## config.mk

```make
export PLATFORM = sky130hd
export DESIGN_NAME = plc_integer_arithmetic_unit
export DESIGN_NICKNAME = d
export VERILOG_FILES = /design/src/plc_arith_pkg.sv /design/src/plc_integer_arithmetic_unit.sv /design/src/plc_word_store.sv
export VERILOG_INCLUDE_DIRS = /design/src
export SDC_FILE = /design/constraint.sdc
export NUM_CORES = 2
export LEC_CHECK = 0
export BUFFER_PORTS_ARGS = -buffer_cell sky130_fd_sc_hd__clkbuf_2
export CORE_ASPECT_RATIO = 0.75
export CORE_MARGIN = 4
export CORE_UTILIZATION = 30
export CTS_CLUSTER_DIAMETER = 200
export DETAILED_ROUTE_END_ITERATION = 10
export PLACE_DENSITY = 0.56
export SLEW_MARGIN = 10
export SYNTH_ARGS = -nofsm -noshare
export SYNTH_HDL_FRONTEND = slang
export SYNTH_SLANG_ARGS = --single-unit
export TNS_END_PERCENT = 50
```

## constraint.sdc

```tcl
create_clock -name clk_sys -period 88.5 [get_ports clk_sys]
set_clock_uncertainty 0.1 [all_clocks]
set_input_delay 4.425 -clock clk_sys [delete_from_list [all_inputs] [get_ports clk_sys]]
set_output_delay 4.425 -clock clk_sys [all_outputs]
set_load 0.01 [all_outputs]
```

## src/plc_arith_map.svh

```systemverilog
// Register offsets, field positions, limits and step counts of the integer arithmetic unit.
`ifndef PLC_ARITH_MAP_SVH
`define PLC_ARITH_MAP_SVH

`define REG_CTRL 8'h00
`define REG_SRC1 8'h01
`define REG_SRC2 8'h02
`define REG_DST 8'h03
`define REG_COUNT 8'h04
`define REG_FLAGS 8'h05
`define REG_STATUS 8'h06
`define DATA_BASE 8'h40

`define CTRL_OP_LSB 0
`define CTRL_FORM_BIT 3
`define CTRL_WIDE_BIT 4

`define FLAG_ZERO_BIT 0
`define FLAG_BORROW_BIT 1
`define FLAG_CARRY_BIT 2

`define STATUS_BUSY_BIT 0
`define STATUS_DIVZ_BIT 1
`define STATUS_STEPS_LSB 8

`define STATE_RST 0

`define S16_MAX 33'sh0_0000_7fff
`define S16_MIN 33'sh1_ffff_8000
`define S32_MAX 33'sh0_7fff_ffff
`define S32_MIN 33'sh1_8000_0000

`define STEPS_ADD 8'h07
`define STEPS_SUB 8'h07
`define STEPS_WIDE 8'h0d
`define STEPS_MUL 8'h07
`define STEPS_DIV 8'h07
`define STEPS_STEP 8'h03
`define STEPS_ROT 8'h05

`define FETCH_LAST 3'h6

`endif

```

## src/plc_arith_pkg.sv

```systemverilog
// Types shared by the integer arithmetic unit.
package plc_arith_pkg;

  typedef enum logic [2:0] {
    SUM_OP = 3'b000,
    DIFFERENCE_OP = 3'b001,
    PRODUCT_OP = 3'b010,
    QUOTIENT_OP = 3'b011,
    PLUS_ONE_OP = 3'b100,
    MINUS_ONE_OP = 3'b101,
    SPIN_RIGHT_OP = 3'b110,
    SPIN_LEFT_OP = 3'b111
  } op_t;

  typedef enum logic [1:0] {
    ST_IDLE = 2'b00,
    ST_FETCH = 2'b01,
    ST_EXEC = 2'b10,
    ST_WRITE_HI = 2'b11
  } state_t;

endpackage

```

## src/plc_integer_arithmetic_unit.sv

```systemverilog
// Integer arithmetic and rotate engine working on a bank of data registers once per scan.
`timescale 1ns/1ps
`include "plc_arith_map.svh"

// Operation
// RQ1: With enable on, add two signed source words and store the sum.
// RQ2: Subtract second source from first as signed values and store the difference.
// RQ3: Most significant bit is the sign; two's-complement arithmetic throughout.
// RQ4: Add or subtract with a zero result sets the zero flag.
// RQ5: Add or subtract below the signed minimum sets the borrow flag.
// RQ6: Add or subtract above the signed maximum sets the carry flag.
// RQ7: Subtract takes seven program steps, its wide form thirteen.
// RQ8: Multiply gives a 32-bit signed product, low word first, high word next.
// RQ9: Product sign bit follows signed operand rules, top bit gives the sign.
// RQ10: Divide stores signed quotient in first word, remainder in the next.
// RQ11: Continuous increment adds one on every scan with enable on.
// RQ12: Pulse increment adds one only on the scan where enable rises.
// RQ13: Increment wraps from the maximum to the minimum without saturating.
// RQ14: Decrement subtracts one each enabled scan, or once per rise in pulse form.
// RQ15: Decrement wraps from the minimum to the maximum without saturating.
// RQ16: Rotate right circularly shifts the destination word by the count.
// RQ17: The last bit rotated across the word boundary goes to the carry flag.
// RQ18: Rotate left circularly shifts the destination left by the count, pulse-driven.
// RQ19: With enable off, destinations and flags stay unchanged.
// RQ20: A zero divisor skips the divide and leaves both destination words alone.
module plc_integer_arithmetic_unit
  import plc_arith_pkg::*;
#(
  parameter int DEPTH = 64,
  parameter int AW = 6
) (
  // Clock and reset
  input wire logic clk_sys,
  input wire logic rst_n,
  // Register port
  input wire logic [7:0] reg_addr,
  input wire logic [15:0] reg_wdata,
  input wire logic reg_wr,
  input wire logic reg_rd,
  output logic [15:0] reg_rdata,
  // Scan and enable contact
  input wire logic scan_strobe,
  input wire logic run_contact,
  // Status
  output logic busy,
  output logic scan_done,
  output logic zero_flag,
  output logic borrow_flag,
  output logic carry_flag
);

  typedef struct packed {
    state_t st;
    logic [2:0] cnt;
    logic [5:0][15:0] opnd;
    logic [15:0] res_hi;
    logic run_meta;
    logic run_sync;
    logic run_prev;
    logic zero_flag;
    logic borrow_flag;
    logic carry_flag;
    logic div_zero;
    op_t op;
    logic pulse_form;
    logic wide;
    logic [AW-1:0] src1;
    logic [AW-1:0] src2;
    logic [AW-1:0] dst;
    logic [3:0] count;
    logic rd_valid;
    logic rd_mem;
    logic [15:0] rd_q;
    logic scan_done;
  } unit_state_t;

  unit_state_t s;
  unit_state_t next_s;

  logic mem_a_we;
  logic [AW-1:0] mem_a_addr;
  logic [15:0] mem_a_rdata;
  logic mem_b_we;
  logic [AW-1:0] mem_b_addr;
  logic [15:0] mem_b_wdata;
  logic [15:0] mem_b_rdata;

  // Operand order in the fetch: source one low/high, source two low/high, destination low/high.
  function automatic logic [AW-1:0] fetch_addr(input logic [2:0] idx, input logic [AW-1:0] a1,
                                               input logic [AW-1:0] a2, input logic [AW-1:0] ad);
    case (idx)
      3'h0: fetch_addr = a1;
      3'h1: fetch_addr = a1 + AW'(1);
      3'h2: fetch_addr = a2;
      3'h3: fetch_addr = a2 + AW'(1);
      3'h4: fetch_addr = ad;
      3'h5: fetch_addr = ad + AW'(1);
      default: fetch_addr = ad;
    endcase
  endfunction

  // Sign extension to a width that holds any true sum of two wide operands.
  function automatic logic signed [32:0] ext33(input logic [15:0] lo, input logic [15:0] hi,
                                               input logic wide);
    if (wide) begin
      ext33 = $signed({hi[15], hi, lo}); // [RQ3]
    end else begin
      ext33 = $signed({{17{lo[15]}}, lo}); // [RQ3]
    end
  endfunction

  function automatic logic [15:0] rotate(input logic [15:0] d, input logic [3:0] k,
                                         input logic left);
    logic [31:0] dd;
    dd = {d, d};
    if (left) begin
      dd = dd << k;
      rotate = dd[31:16];
    end else begin
      dd = dd >> k;
      rotate = dd[15:0];
    end
  endfunction

  function automatic logic [7:0] steps_of(input op_t op, input logic wide);
    case (op)
      SUM_OP: steps_of = wide ? `STEPS_WIDE : `STEPS_ADD;
      DIFFERENCE_OP: steps_of = wide ? `STEPS_WIDE : `STEPS_SUB; // [RQ7]
      PRODUCT_OP: steps_of = `STEPS_MUL;
      QUOTIENT_OP: steps_of = `STEPS_DIV;
      PLUS_ONE_OP: steps_of = `STEPS_STEP;
      MINUS_ONE_OP: steps_of = `STEPS_STEP;
      default: steps_of = `STEPS_ROT;
    endcase
  endfunction

  plc_word_store #(
    .WIDTH(16),
    .DEPTH(DEPTH),
    .AW(AW)
  ) u_store (
    .clk_sys(clk_sys),
    .rst_n(rst_n),
    .a_we(mem_a_we),
    .a_addr(mem_a_addr),
    .a_wdata(reg_wdata),
    .a_rdata(mem_a_rdata),
    .b_we(mem_b_we),
    .b_addr(mem_b_addr),
    .b_wdata(mem_b_wdata),
    .b_rdata(mem_b_rdata)
  );

  always_comb begin
    logic is_data;
    logic fire;
    logic signed [32:0] a33;
    logic signed [32:0] b33;
    logic signed [32:0] d33;
    logic signed [32:0] r33;
    logic signed [32:0] lim_max;
    logic signed [32:0] lim_min;
    logic signed [31:0] prod;
    logic signed [15:0] quo;
    logic signed [15:0] rem;
    logic [15:0] rot;
    is_data = (reg_addr & ~8'(DEPTH - 1)) == `DATA_BASE;
    fire = 1'b0;
    a33 = ext33(s.opnd[0], s.opnd[1], s.wide);
    b33 = ext33(s.opnd[2], s.opnd[3], s.wide);
    d33 = ext33(s.opnd[4], s.opnd[5], s.wide);
    r33 = '0;
    lim_max = s.wide ? `S32_MAX : `S16_MAX;
    lim_min = s.wide ? `S32_MIN : `S16_MIN;
    prod = $signed(s.opnd[0]) * $signed(s.opnd[2]); // [RQ9]
    quo = '0;
    rem = '0;
    rot = rotate(s.opnd[4], s.count, s.op == SPIN_LEFT_OP);
    next_s = s;
    next_s.scan_done = 1'b0;
    next_s.run_meta = run_contact;
    next_s.run_sync = s.run_meta;
    mem_a_we = 1'b0;
    mem_a_addr = reg_addr[AW-1:0];
    mem_b_we = 1'b0;
    mem_b_addr = fetch_addr(s.cnt, s.src1, s.src2, s.dst);
    mem_b_wdata = '0;

    // Software side; configuration writes are ignored while an operation runs.
    next_s.rd_valid = reg_rd;
    next_s.rd_mem = reg_rd & is_data;
    next_s.rd_q = '0;
    if (reg_wr) begin
      if (is_data) begin
        mem_a_we = 1'b1;
      end else begin
        case (reg_addr)
          `REG_CTRL: begin
            if (s.st == ST_IDLE) begin
              next_s.op = op_t'(reg_wdata[`CTRL_OP_LSB +: 3]);
              next_s.pulse_form = reg_wdata[`CTRL_FORM_BIT];
              next_s.wide = reg_wdata[`CTRL_WIDE_BIT];
            end
          end
          `REG_SRC1: if (s.st == ST_IDLE) next_s.src1 = reg_wdata[AW-1:0];
          `REG_SRC2: if (s.st == ST_IDLE) next_s.src2 = reg_wdata[AW-1:0];
          `REG_DST: if (s.st == ST_IDLE) next_s.dst = reg_wdata[AW-1:0];
          `REG_COUNT: if (s.st == ST_IDLE) next_s.count = reg_wdata[3:0];
          `REG_FLAGS: begin
            next_s.zero_flag = s.zero_flag & ~reg_wdata[`FLAG_ZERO_BIT];
            next_s.borrow_flag = s.borrow_flag & ~reg_wdata[`FLAG_BORROW_BIT];
            next_s.carry_flag = s.carry_flag & ~reg_wdata[`FLAG_CARRY_BIT];
          end
          `REG_STATUS: next_s.div_zero = s.div_zero & ~reg_wdata[`STATUS_DIVZ_BIT];
          default: ;
        endcase
      end
    end
    if (reg_rd) begin
      case (reg_addr)
        `REG_CTRL: next_s.rd_q = 16'({s.wide, s.pulse_form, s.op});
        `REG_SRC1: next_s.rd_q = 16'(s.src1);
        `REG_SRC2: next_s.rd_q = 16'(s.src2);
        `REG_DST: next_s.rd_q = 16'(s.dst);
        `REG_COUNT: next_s.rd_q = 16'(s.count);
        `REG_FLAGS: next_s.rd_q = 16'({s.carry_flag, s.borrow_flag, s.zero_flag});
        `REG_STATUS: begin
          next_s.rd_q[`STATUS_BUSY_BIT] = s.st != ST_IDLE;
          next_s.rd_q[`STATUS_DIVZ_BIT] = s.div_zero;
          next_s.rd_q[`STATUS_STEPS_LSB +: 8] = steps_of(s.op, s.wide); // [RQ7]
        end
        default: next_s.rd_q = '0;
      endcase
    end

    // Engine side; its flag updates come last so they win over a software clear.
    case (s.st)
      ST_IDLE: begin
        if (scan_strobe) begin
          next_s.run_prev = s.run_sync;
          fire = s.pulse_form ? (s.run_sync & ~s.run_prev) : s.run_sync; // [RQ12] [RQ14]
          if (fire) begin // [RQ11] [RQ18]
            next_s.st = ST_FETCH;
            next_s.cnt = '0;
          end else begin
            next_s.scan_done = 1'b1; // [RQ19]
          end
        end
      end
      ST_FETCH: begin
        if (s.cnt != 3'h0) begin
          next_s.opnd[s.cnt - 3'h1] = mem_b_rdata;
        end
        if (s.cnt == `FETCH_LAST) begin
          next_s.st = ST_EXEC;
        end else begin
          next_s.cnt = s.cnt + 3'h1;
        end
      end
      ST_EXEC: begin
        mem_b_addr = s.dst;
        next_s.st = ST_IDLE;
        next_s.scan_done = 1'b1;
        case (s.op)
          SUM_OP, DIFFERENCE_OP: begin
            r33 = (s.op == SUM_OP) ? a33 + b33 : a33 - b33; // [RQ1] [RQ2]
            mem_b_we = 1'b1;
            mem_b_wdata = r33[15:0];
            next_s.res_hi = r33[31:16];
            next_s.zero_flag = r33 == '0; // [RQ4]
            next_s.borrow_flag = r33 < lim_min; // [RQ5]
            next_s.carry_flag = r33 > lim_max; // [RQ6]
          end
          PLUS_ONE_OP, MINUS_ONE_OP: begin
            // The high bits of r33 are dropped, so the maximum steps to the minimum.
            r33 = (s.op == PLUS_ONE_OP) ? d33 + 33'sd1 : d33 - 33'sd1; // [RQ13] [RQ15]
            mem_b_we = 1'b1;
            mem_b_wdata = r33[15:0];
            next_s.res_hi = r33[31:16];
          end
          PRODUCT_OP: begin
            mem_b_we = 1'b1;
            mem_b_wdata = prod[15:0]; // [RQ8]
            next_s.res_hi = prod[31:16];
          end
          QUOTIENT_OP: begin
            if (s.opnd[2] == 16'h0000) begin
              next_s.div_zero = 1'b1; // [RQ20]
            end else begin
              quo = $signed(s.opnd[0]) / $signed(s.opnd[2]); // [RQ10]
              rem = $signed(s.opnd[0]) % $signed(s.opnd[2]);
              mem_b_we = 1'b1;
              mem_b_wdata = quo;
              next_s.res_hi = rem;
            end
          end
          default: begin
            mem_b_we = 1'b1;
            mem_b_wdata = rot; // [RQ16] [RQ18]
            if (s.count != 4'h0) begin
              next_s.carry_flag = (s.op == SPIN_LEFT_OP) ? rot[0] : rot[15]; // [RQ17]
            end
          end
        endcase
        if (mem_b_we && (s.op == PRODUCT_OP || s.op == QUOTIENT_OP || (s.wide &&
            (s.op == SUM_OP || s.op == DIFFERENCE_OP || s.op == PLUS_ONE_OP ||
             s.op == MINUS_ONE_OP)))) begin
          next_s.st = ST_WRITE_HI;
          next_s.scan_done = 1'b0;
        end
      end
      ST_WRITE_HI: begin
        mem_b_addr = s.dst + AW'(1);
        mem_b_we = 1'b1;
        mem_b_wdata = s.res_hi; // [RQ8] [RQ10]
        next_s.st = ST_IDLE;
        next_s.scan_done = 1'b1;
      end
      default: next_s.st = ST_IDLE;
    endcase
  end

  always_ff @(posedge clk_sys or negedge rst_n) begin
    if (!rst_n) begin
      s <= unit_state_t'(`STATE_RST);
    end else begin
      s <= next_s;
    end
  end

  // Read data stand only in the cycle after the strobe, zero otherwise.
  assign reg_rdata = !s.rd_valid ? 16'h0000 : (s.rd_mem ? mem_a_rdata : s.rd_q);
  assign busy = s.st != ST_IDLE;
  assign scan_done = s.scan_done;
  assign zero_flag = s.zero_flag;
  assign borrow_flag = s.borrow_flag;
  assign carry_flag = s.carry_flag;

endmodule // plc_integer_arithmetic_unit

```

## src/plc_word_store.sv

```systemverilog
// Dual-port word store holding the data registers, with registered read data.
`timescale 1ns/1ps
module plc_word_store #(
  parameter int WIDTH = 16,
  parameter int DEPTH = 64,
  parameter int AW = 6
) (
  // Clock and reset
  input wire logic clk_sys,
  input wire logic rst_n,
  // Software port
  input wire logic a_we,
  input wire logic [AW-1:0] a_addr,
  input wire logic [WIDTH-1:0] a_wdata,
  output logic [WIDTH-1:0] a_rdata,
  // Engine port
  input wire logic b_we,
  input wire logic [AW-1:0] b_addr,
  input wire logic [WIDTH-1:0] b_wdata,
  output logic [WIDTH-1:0] b_rdata
);

  logic [WIDTH-1:0] mem [DEPTH];

  // Both writes share one process so that the engine wins a same-address collision.
  always_ff @(posedge clk_sys) begin
    if (a_we) begin
      mem[a_addr] <= a_wdata;
    end
    if (b_we) begin
      mem[b_addr] <= b_wdata;
    end
  end

  always_ff @(posedge clk_sys or negedge rst_n) begin
    if (!rst_n) begin
      a_rdata <= '0;
      b_rdata <= '0;
    end else begin
      a_rdata <= mem[a_addr];
      b_rdata <= mem[b_addr];
    end
  end

endmodule // plc_word_store

```

After elaboration in Yosys (flattened, before gate mapping) --
Memories as Yosys holds them, arrays and structs flattened. A register that Yosys moved wholly into a read port is not among the register bits. Index checks and enable logic that the tools add are counted. W data, S select, Z words.
Storage, ports and cells: register bits 170, latch bits 0, RAM bits 1024, bits in read-only memories 0, output and inout port bits 21, logic and storage cells 187, memories 1
Memory list:
- u_store.mem | depth 64, bits a word 16, read ports 2, clocked after Yosys merged registers in 2, write ports 2, RTL line plc_word_store.sv:23 | logic [WIDTH-1:0] mem [DEPTH];
Cells by class: $add $sub $neg 9, $mul 1, div/mod/pow operators 2, $lt $le $gt $ge 4, eq/ne operators 26, shift operators 2, multiplexer cells 69, bitwise operators 11, reduce and logical (&&, ||, !) cells 35
Operators by type and width (count):
- $pmux W16 S4 | 2
- $mux W31 | 4
- $mux W16 | 7
- $mux W33 | 3
- $bwmux W96 | 1
- $mux W32 | 2
- $demux W16 S3 | 1
- $mux W6 | 6
- $add A33 B33 Y33 | 1
- $gt A33 B32 Y1 | 1
- $logic_not A33 Y1 | 1
- $lt A33 B32 Y1 | 1
- $sub A33 B33 Y33 | 1
- $add A32 B2 Y32 const B | 1
- $mul A16 B16 Y32 | 1
- $pmux W16 S2 | 1
- $shl A32 B4 Y32 | 1
- $shr A32 B4 Y16 | 1
- $sub A32 B2 Y32 const B | 1
- $pmux W6 S5 | 1
- $eq A8 B3 Y1 const B | 3
- $pmux W4 S6 | 1
- $reduce_and A4 Y1 | 6
- $mux W5 | 4
- other kinds (44) | 107

Depth between registers and ports, before layout --
depth in word-level cells 9, mapped depth 162

Modules after synthesis --
From an unflattened synthesis, not the netlist that was laid out.
Second synthesis, totals: cell total of the unflattened synthesis 8983, area total of the unflattened synthesis 95227.6 um^2
Modules (own cells, without submodules):
- plc_word_store | instances 1, cells an instance 4839, area each 61656.6 um^2, seq. area each 31550.3 um^2
- plc_integer_arithmetic_unit | instances 1, cells an instance 4144, area each 33570.9 um^2, seq. area each 4103.9 um^2

Least setup slack after synthesis --
Ideal clock, no wire load.
path type reg-to-reg, start point register s[101] (netlist bit), end point memory u_store.mem[10][14] (data pin), arrival 33563 ps, required time 88133 ps, path slack 54570 ps, cell stages (with the launch flop) 153, path buffers 18, clock period less this slack 33930 ps, cells stage by stage dfrtp_1 clkbuf_1 clkbuf_1 inv_1 ha_1 or3b_2 clkbuf_1 o41ai_1 xor2_1 o2111a_1 buf_2 nand2_1 nor2_1 a31oi_1 a31oi_1 ha_1 o21a_1 nor2_1 [... 117 more ...] a21o_1 a21o_1 a211oi_1 a21oi_1 inv_1 clkbuf_1 clkbuf_1 ha_1 nand2_1 nor3_1 a21boi_0 a31oi_1 o22ai_1 nand2_1 nand2_1 a32oi_1 clkbuf_1 o21ai_0
RTL lines:
- start, declared | RTL line plc_integer_arithmetic_unit.sv:77 | unit_state_t s;
- start signal, assigned | RTL line plc_integer_arithmetic_unit.sv:325 | s <= unit_state_t'(`STATE_RST);
- start signal, assigned | RTL line plc_integer_arithmetic_unit.sv:327 | s <= next_s;
- end, declared | RTL line plc_word_store.sv:23

==> flow_summary_export.csv <==
group,metric,value,unit
outcome,status,"finished, violations left",
outcome,violations,"capacitance limit, slew limit",
synthesis,synth.most_common_cell,"nand2_1",
placement,place_hpwl,276000,µm
setup_path,r2r_start,"s[109]",
global_route,use_met2,0.323,
cts,cts.clk_slew.worst_paths,0.07,ns
setup_path,critPathCaptureType,"flop",
layout,multi_input_area,0.0551,mm²
die,core,0.314,mm²
routing,routedWlPerCell,29.1,µm
synthesis,synth_async_sr_flop_share,0.161,
synthesis,synth_flop_cell,"edfxtp_1",
cts,clkLatencyLatePin,0.80,ns
setup_path,crit_slowest_cell,"nor3_1",
setup_path,start_kind,"flop",
synthesis,yosys-top-cells-area,"edfxtp_1, nand2_1, mux4_2",
global_route,grt_pass1_vias,76600,
synthesis,synth_enable_flop_cells,1024,
routing,antenna_left,0,
cts,clk_path_buf_depth,4,
setup_path,crit_path_max_incr_delay,0.92,ns
run,maxCapViolCount,2,
setup_path,arrival,44.38,ns
global_route,grt_overflow,0,
global_route,grt_busiest_layer,"met1",
die,rows,178,
synthesis,synth_cell_types,90,
global_route,grt_pass1_wl,572000,µm
layout,drive_gt1_frac,0.164,
setup_path,endpoint,"u_store.mem[54][14]",
routing,wirelength,402000,µm
die,die_h,494,µm
setup_path,crit_fanout,64,
layout,fin_nets,10200,
synthesis,syn_area,0.0945,mm²
global_route,grt_usage,0.240,
setup_path,worstRegToRegCells,140,
synthesis,synthTopCellsByCount,"nand2_1, edfxtp_1, o21ai_0",
global_route,antenna_found_initial,36,
layout,syn2layout_area_growth,10.7,%
cts,cts_made_buffers,144,
die,pin_count,51,
synthesis,syn_inst,9886,
routing,drc,0,
sta,slew-limit-headroom,-0.0332,
routing,drt_iter0_markers,12200,
setup_path,r2r_end,"u_store.mem[54][14]",
setup_path,cp.required,88.85,ns
min_path,min_path_type,"reg -> reg",
die,start_util,0.301,
synthesis,synth_top_area_share,0.325,
cts,post-cts-setup-buffers,0,
global_route,grt_max_degree,130,
routing,dr.pass1.iters,8,
die,dieArea,0.324,mm²
cts,htreeDepth,4,
sta,finalSetupViolations,0,
synthesis,synth_seq_cells,1220,
routing,vias,82300,
cts,cts_hold_buf,0,
sta,rsz0062_at_grt,"false",
layout,seqCellArea,0.0357,mm²
setup_path,regToRegSetupSlack,44.47,ns
layout,fillerInstances,31700,
die,die_w,656,µm
cts,cts.sinks,1220,
placement,gp_congestion,0.993,
setup_path,crit_type,"reg -> reg",
sta,fmax,22.7,MHz
sta,fin_setup_tns,0,ns
global_route,met3_usage,0.0963,
setup_path,path_common_cell,"ha_1",
cts,cts_tree,"done",
synthesis,avgSynthCellArea,9.56,µm²
placement,io_buffers,50,
cts,root_buffer,"clkbuf_16",
cts,cts.repair.resized,0,
synthesis,yosys.area.top_type,"edfxtp_1",
layout,final_cells,13800,
sta,drv_slew,3,
synthesis,synth_warnings,0,
synthesis,synth_fp_nets,10500,
placement,dp_cells,13600,
synthesis,ys_seq_area_frac,0.377,
sta,tightest_slew,1.55,ns
setup_path,crit_path_start,"s[109]",
sta,min_period,44.03,ns
sta,hold_violations,0,
global_route,use_met1,0.344,
sta,post-route-period-util,0.497,
routing,vias_per_cell,5.96,
## worst max-delay path, delay by kind of cell (launching register included)
kind            cells  cell delay (ns)
buf+inv            11             3.25
mux                 3             1.15
fa+ha+maj          17             6.23
flops               1             0.35
simple gates       44            12.75
compound gates     65            19.62
## worst min-delay path by stage
stage,start,to,slack (ns),cells after the start
3_3_place_gp,next_s[51],s[51],0.24,0
3_5_place_dp,next_s[51],s[51],0.25,0
2_1_floorplan,next_s[51],s[51],0.23,0
5_1_grt,next_s[51],s[51],0.27,0
4_1_cts,next_s[51],s[51],0.26,0
6_report,next_s[51],s[51],0.26,0
## registers in the layout, indices dropped and copies added (netlist names)
register	flops
u_store.mem	1024
s	159
scan_done	1
u_store.a_rdata	16
u_store.b_rdata	16
carry_flag	1
borrow_flag	1
next_s	1
zero_flag	1
## kinds of logic (layout without fill, tap and decap cells)
group / count (synthesis) / after routing / share of synthesized area
and+or+nand+nor: 3650 / 3650 / 0.168
muxes: 918 / 918 / 0.150
xor gates and xnor gates: 260 / 260 / 0.0241
buffers and inverters: 1206 / 985 / 0.0482
adders and majority gates: 593 / 593 / 0.0995
AOI/OAI and AO/OA: 2039 / 2039 / 0.133
other: 0 / 16 / 0
DFF: 1220 / 1220 / 0.377
## layout by cell type, fill, tap and decap left out, types with 114 or more instances in the layout
master | Yosys | layout
mux4_2 | 351 | 351
dfrtp_1 | 196 | 191
nor2_1 | 283 | 283
a21oi_1 | 244 | 243
nand2_1 | 2261 | 2254
clkbuf_16 | 0 | 146
mux2_2 | 469 | 469
buf_4 | 0 | 318
xnor2_1 | 166 | 165
inv_1 | 364 | 364
fa_1 | 265 | 265
o21ai_0 | 991 | 927
edfxtp_1 | 1024 | 1024
and3_1 | 132 | 132
nand3_1 | 473 | 473
and2_1 | 114 | 114
a311oi_1 | 159 | 139
ha_1 | 328 | 328
## cell type report
type | instances | share of cell area
sequential | 1220 | 0.341
antenna | 16 | 0.000383
clock buffer | 173 | 0.0364
inverter | 370 | 0.0133
clock inverter | 73 | 0.00710
multi-input combinational | 7460 | 0.526
tap | 4140 | 0.0495
timing repair buffer | 369 | 0.0265
## metal layers
metal	wire length [µm]	vias to the layer above
li1	-	35100
met1	169000	41200
met2	156000	5328
met3	60400	702
met4	15800	12
met5	80	-
## metrics by stage
stage | utilization | worst slack, ns | instance area (µm²) | hold WS (ns)
global placement | 0.319 | 46.40 | 100000 | 0.238
detailed placement | 0.319 | 45.63 | 100000 | 0.249
global route | 0.334 | 41.45 | 105000 | 0.271
finish | 0.334 | 44.47 | 105000 | 0.263
CTS | 0.334 | 45.54 | 105000 | 0.264
floorplan | - | 54.57 | 94500 | 0.231
Power is left out: the tool's default activity adds up to more than one toggle a clock period on the data nets, which glitch-free logic cannot reach.
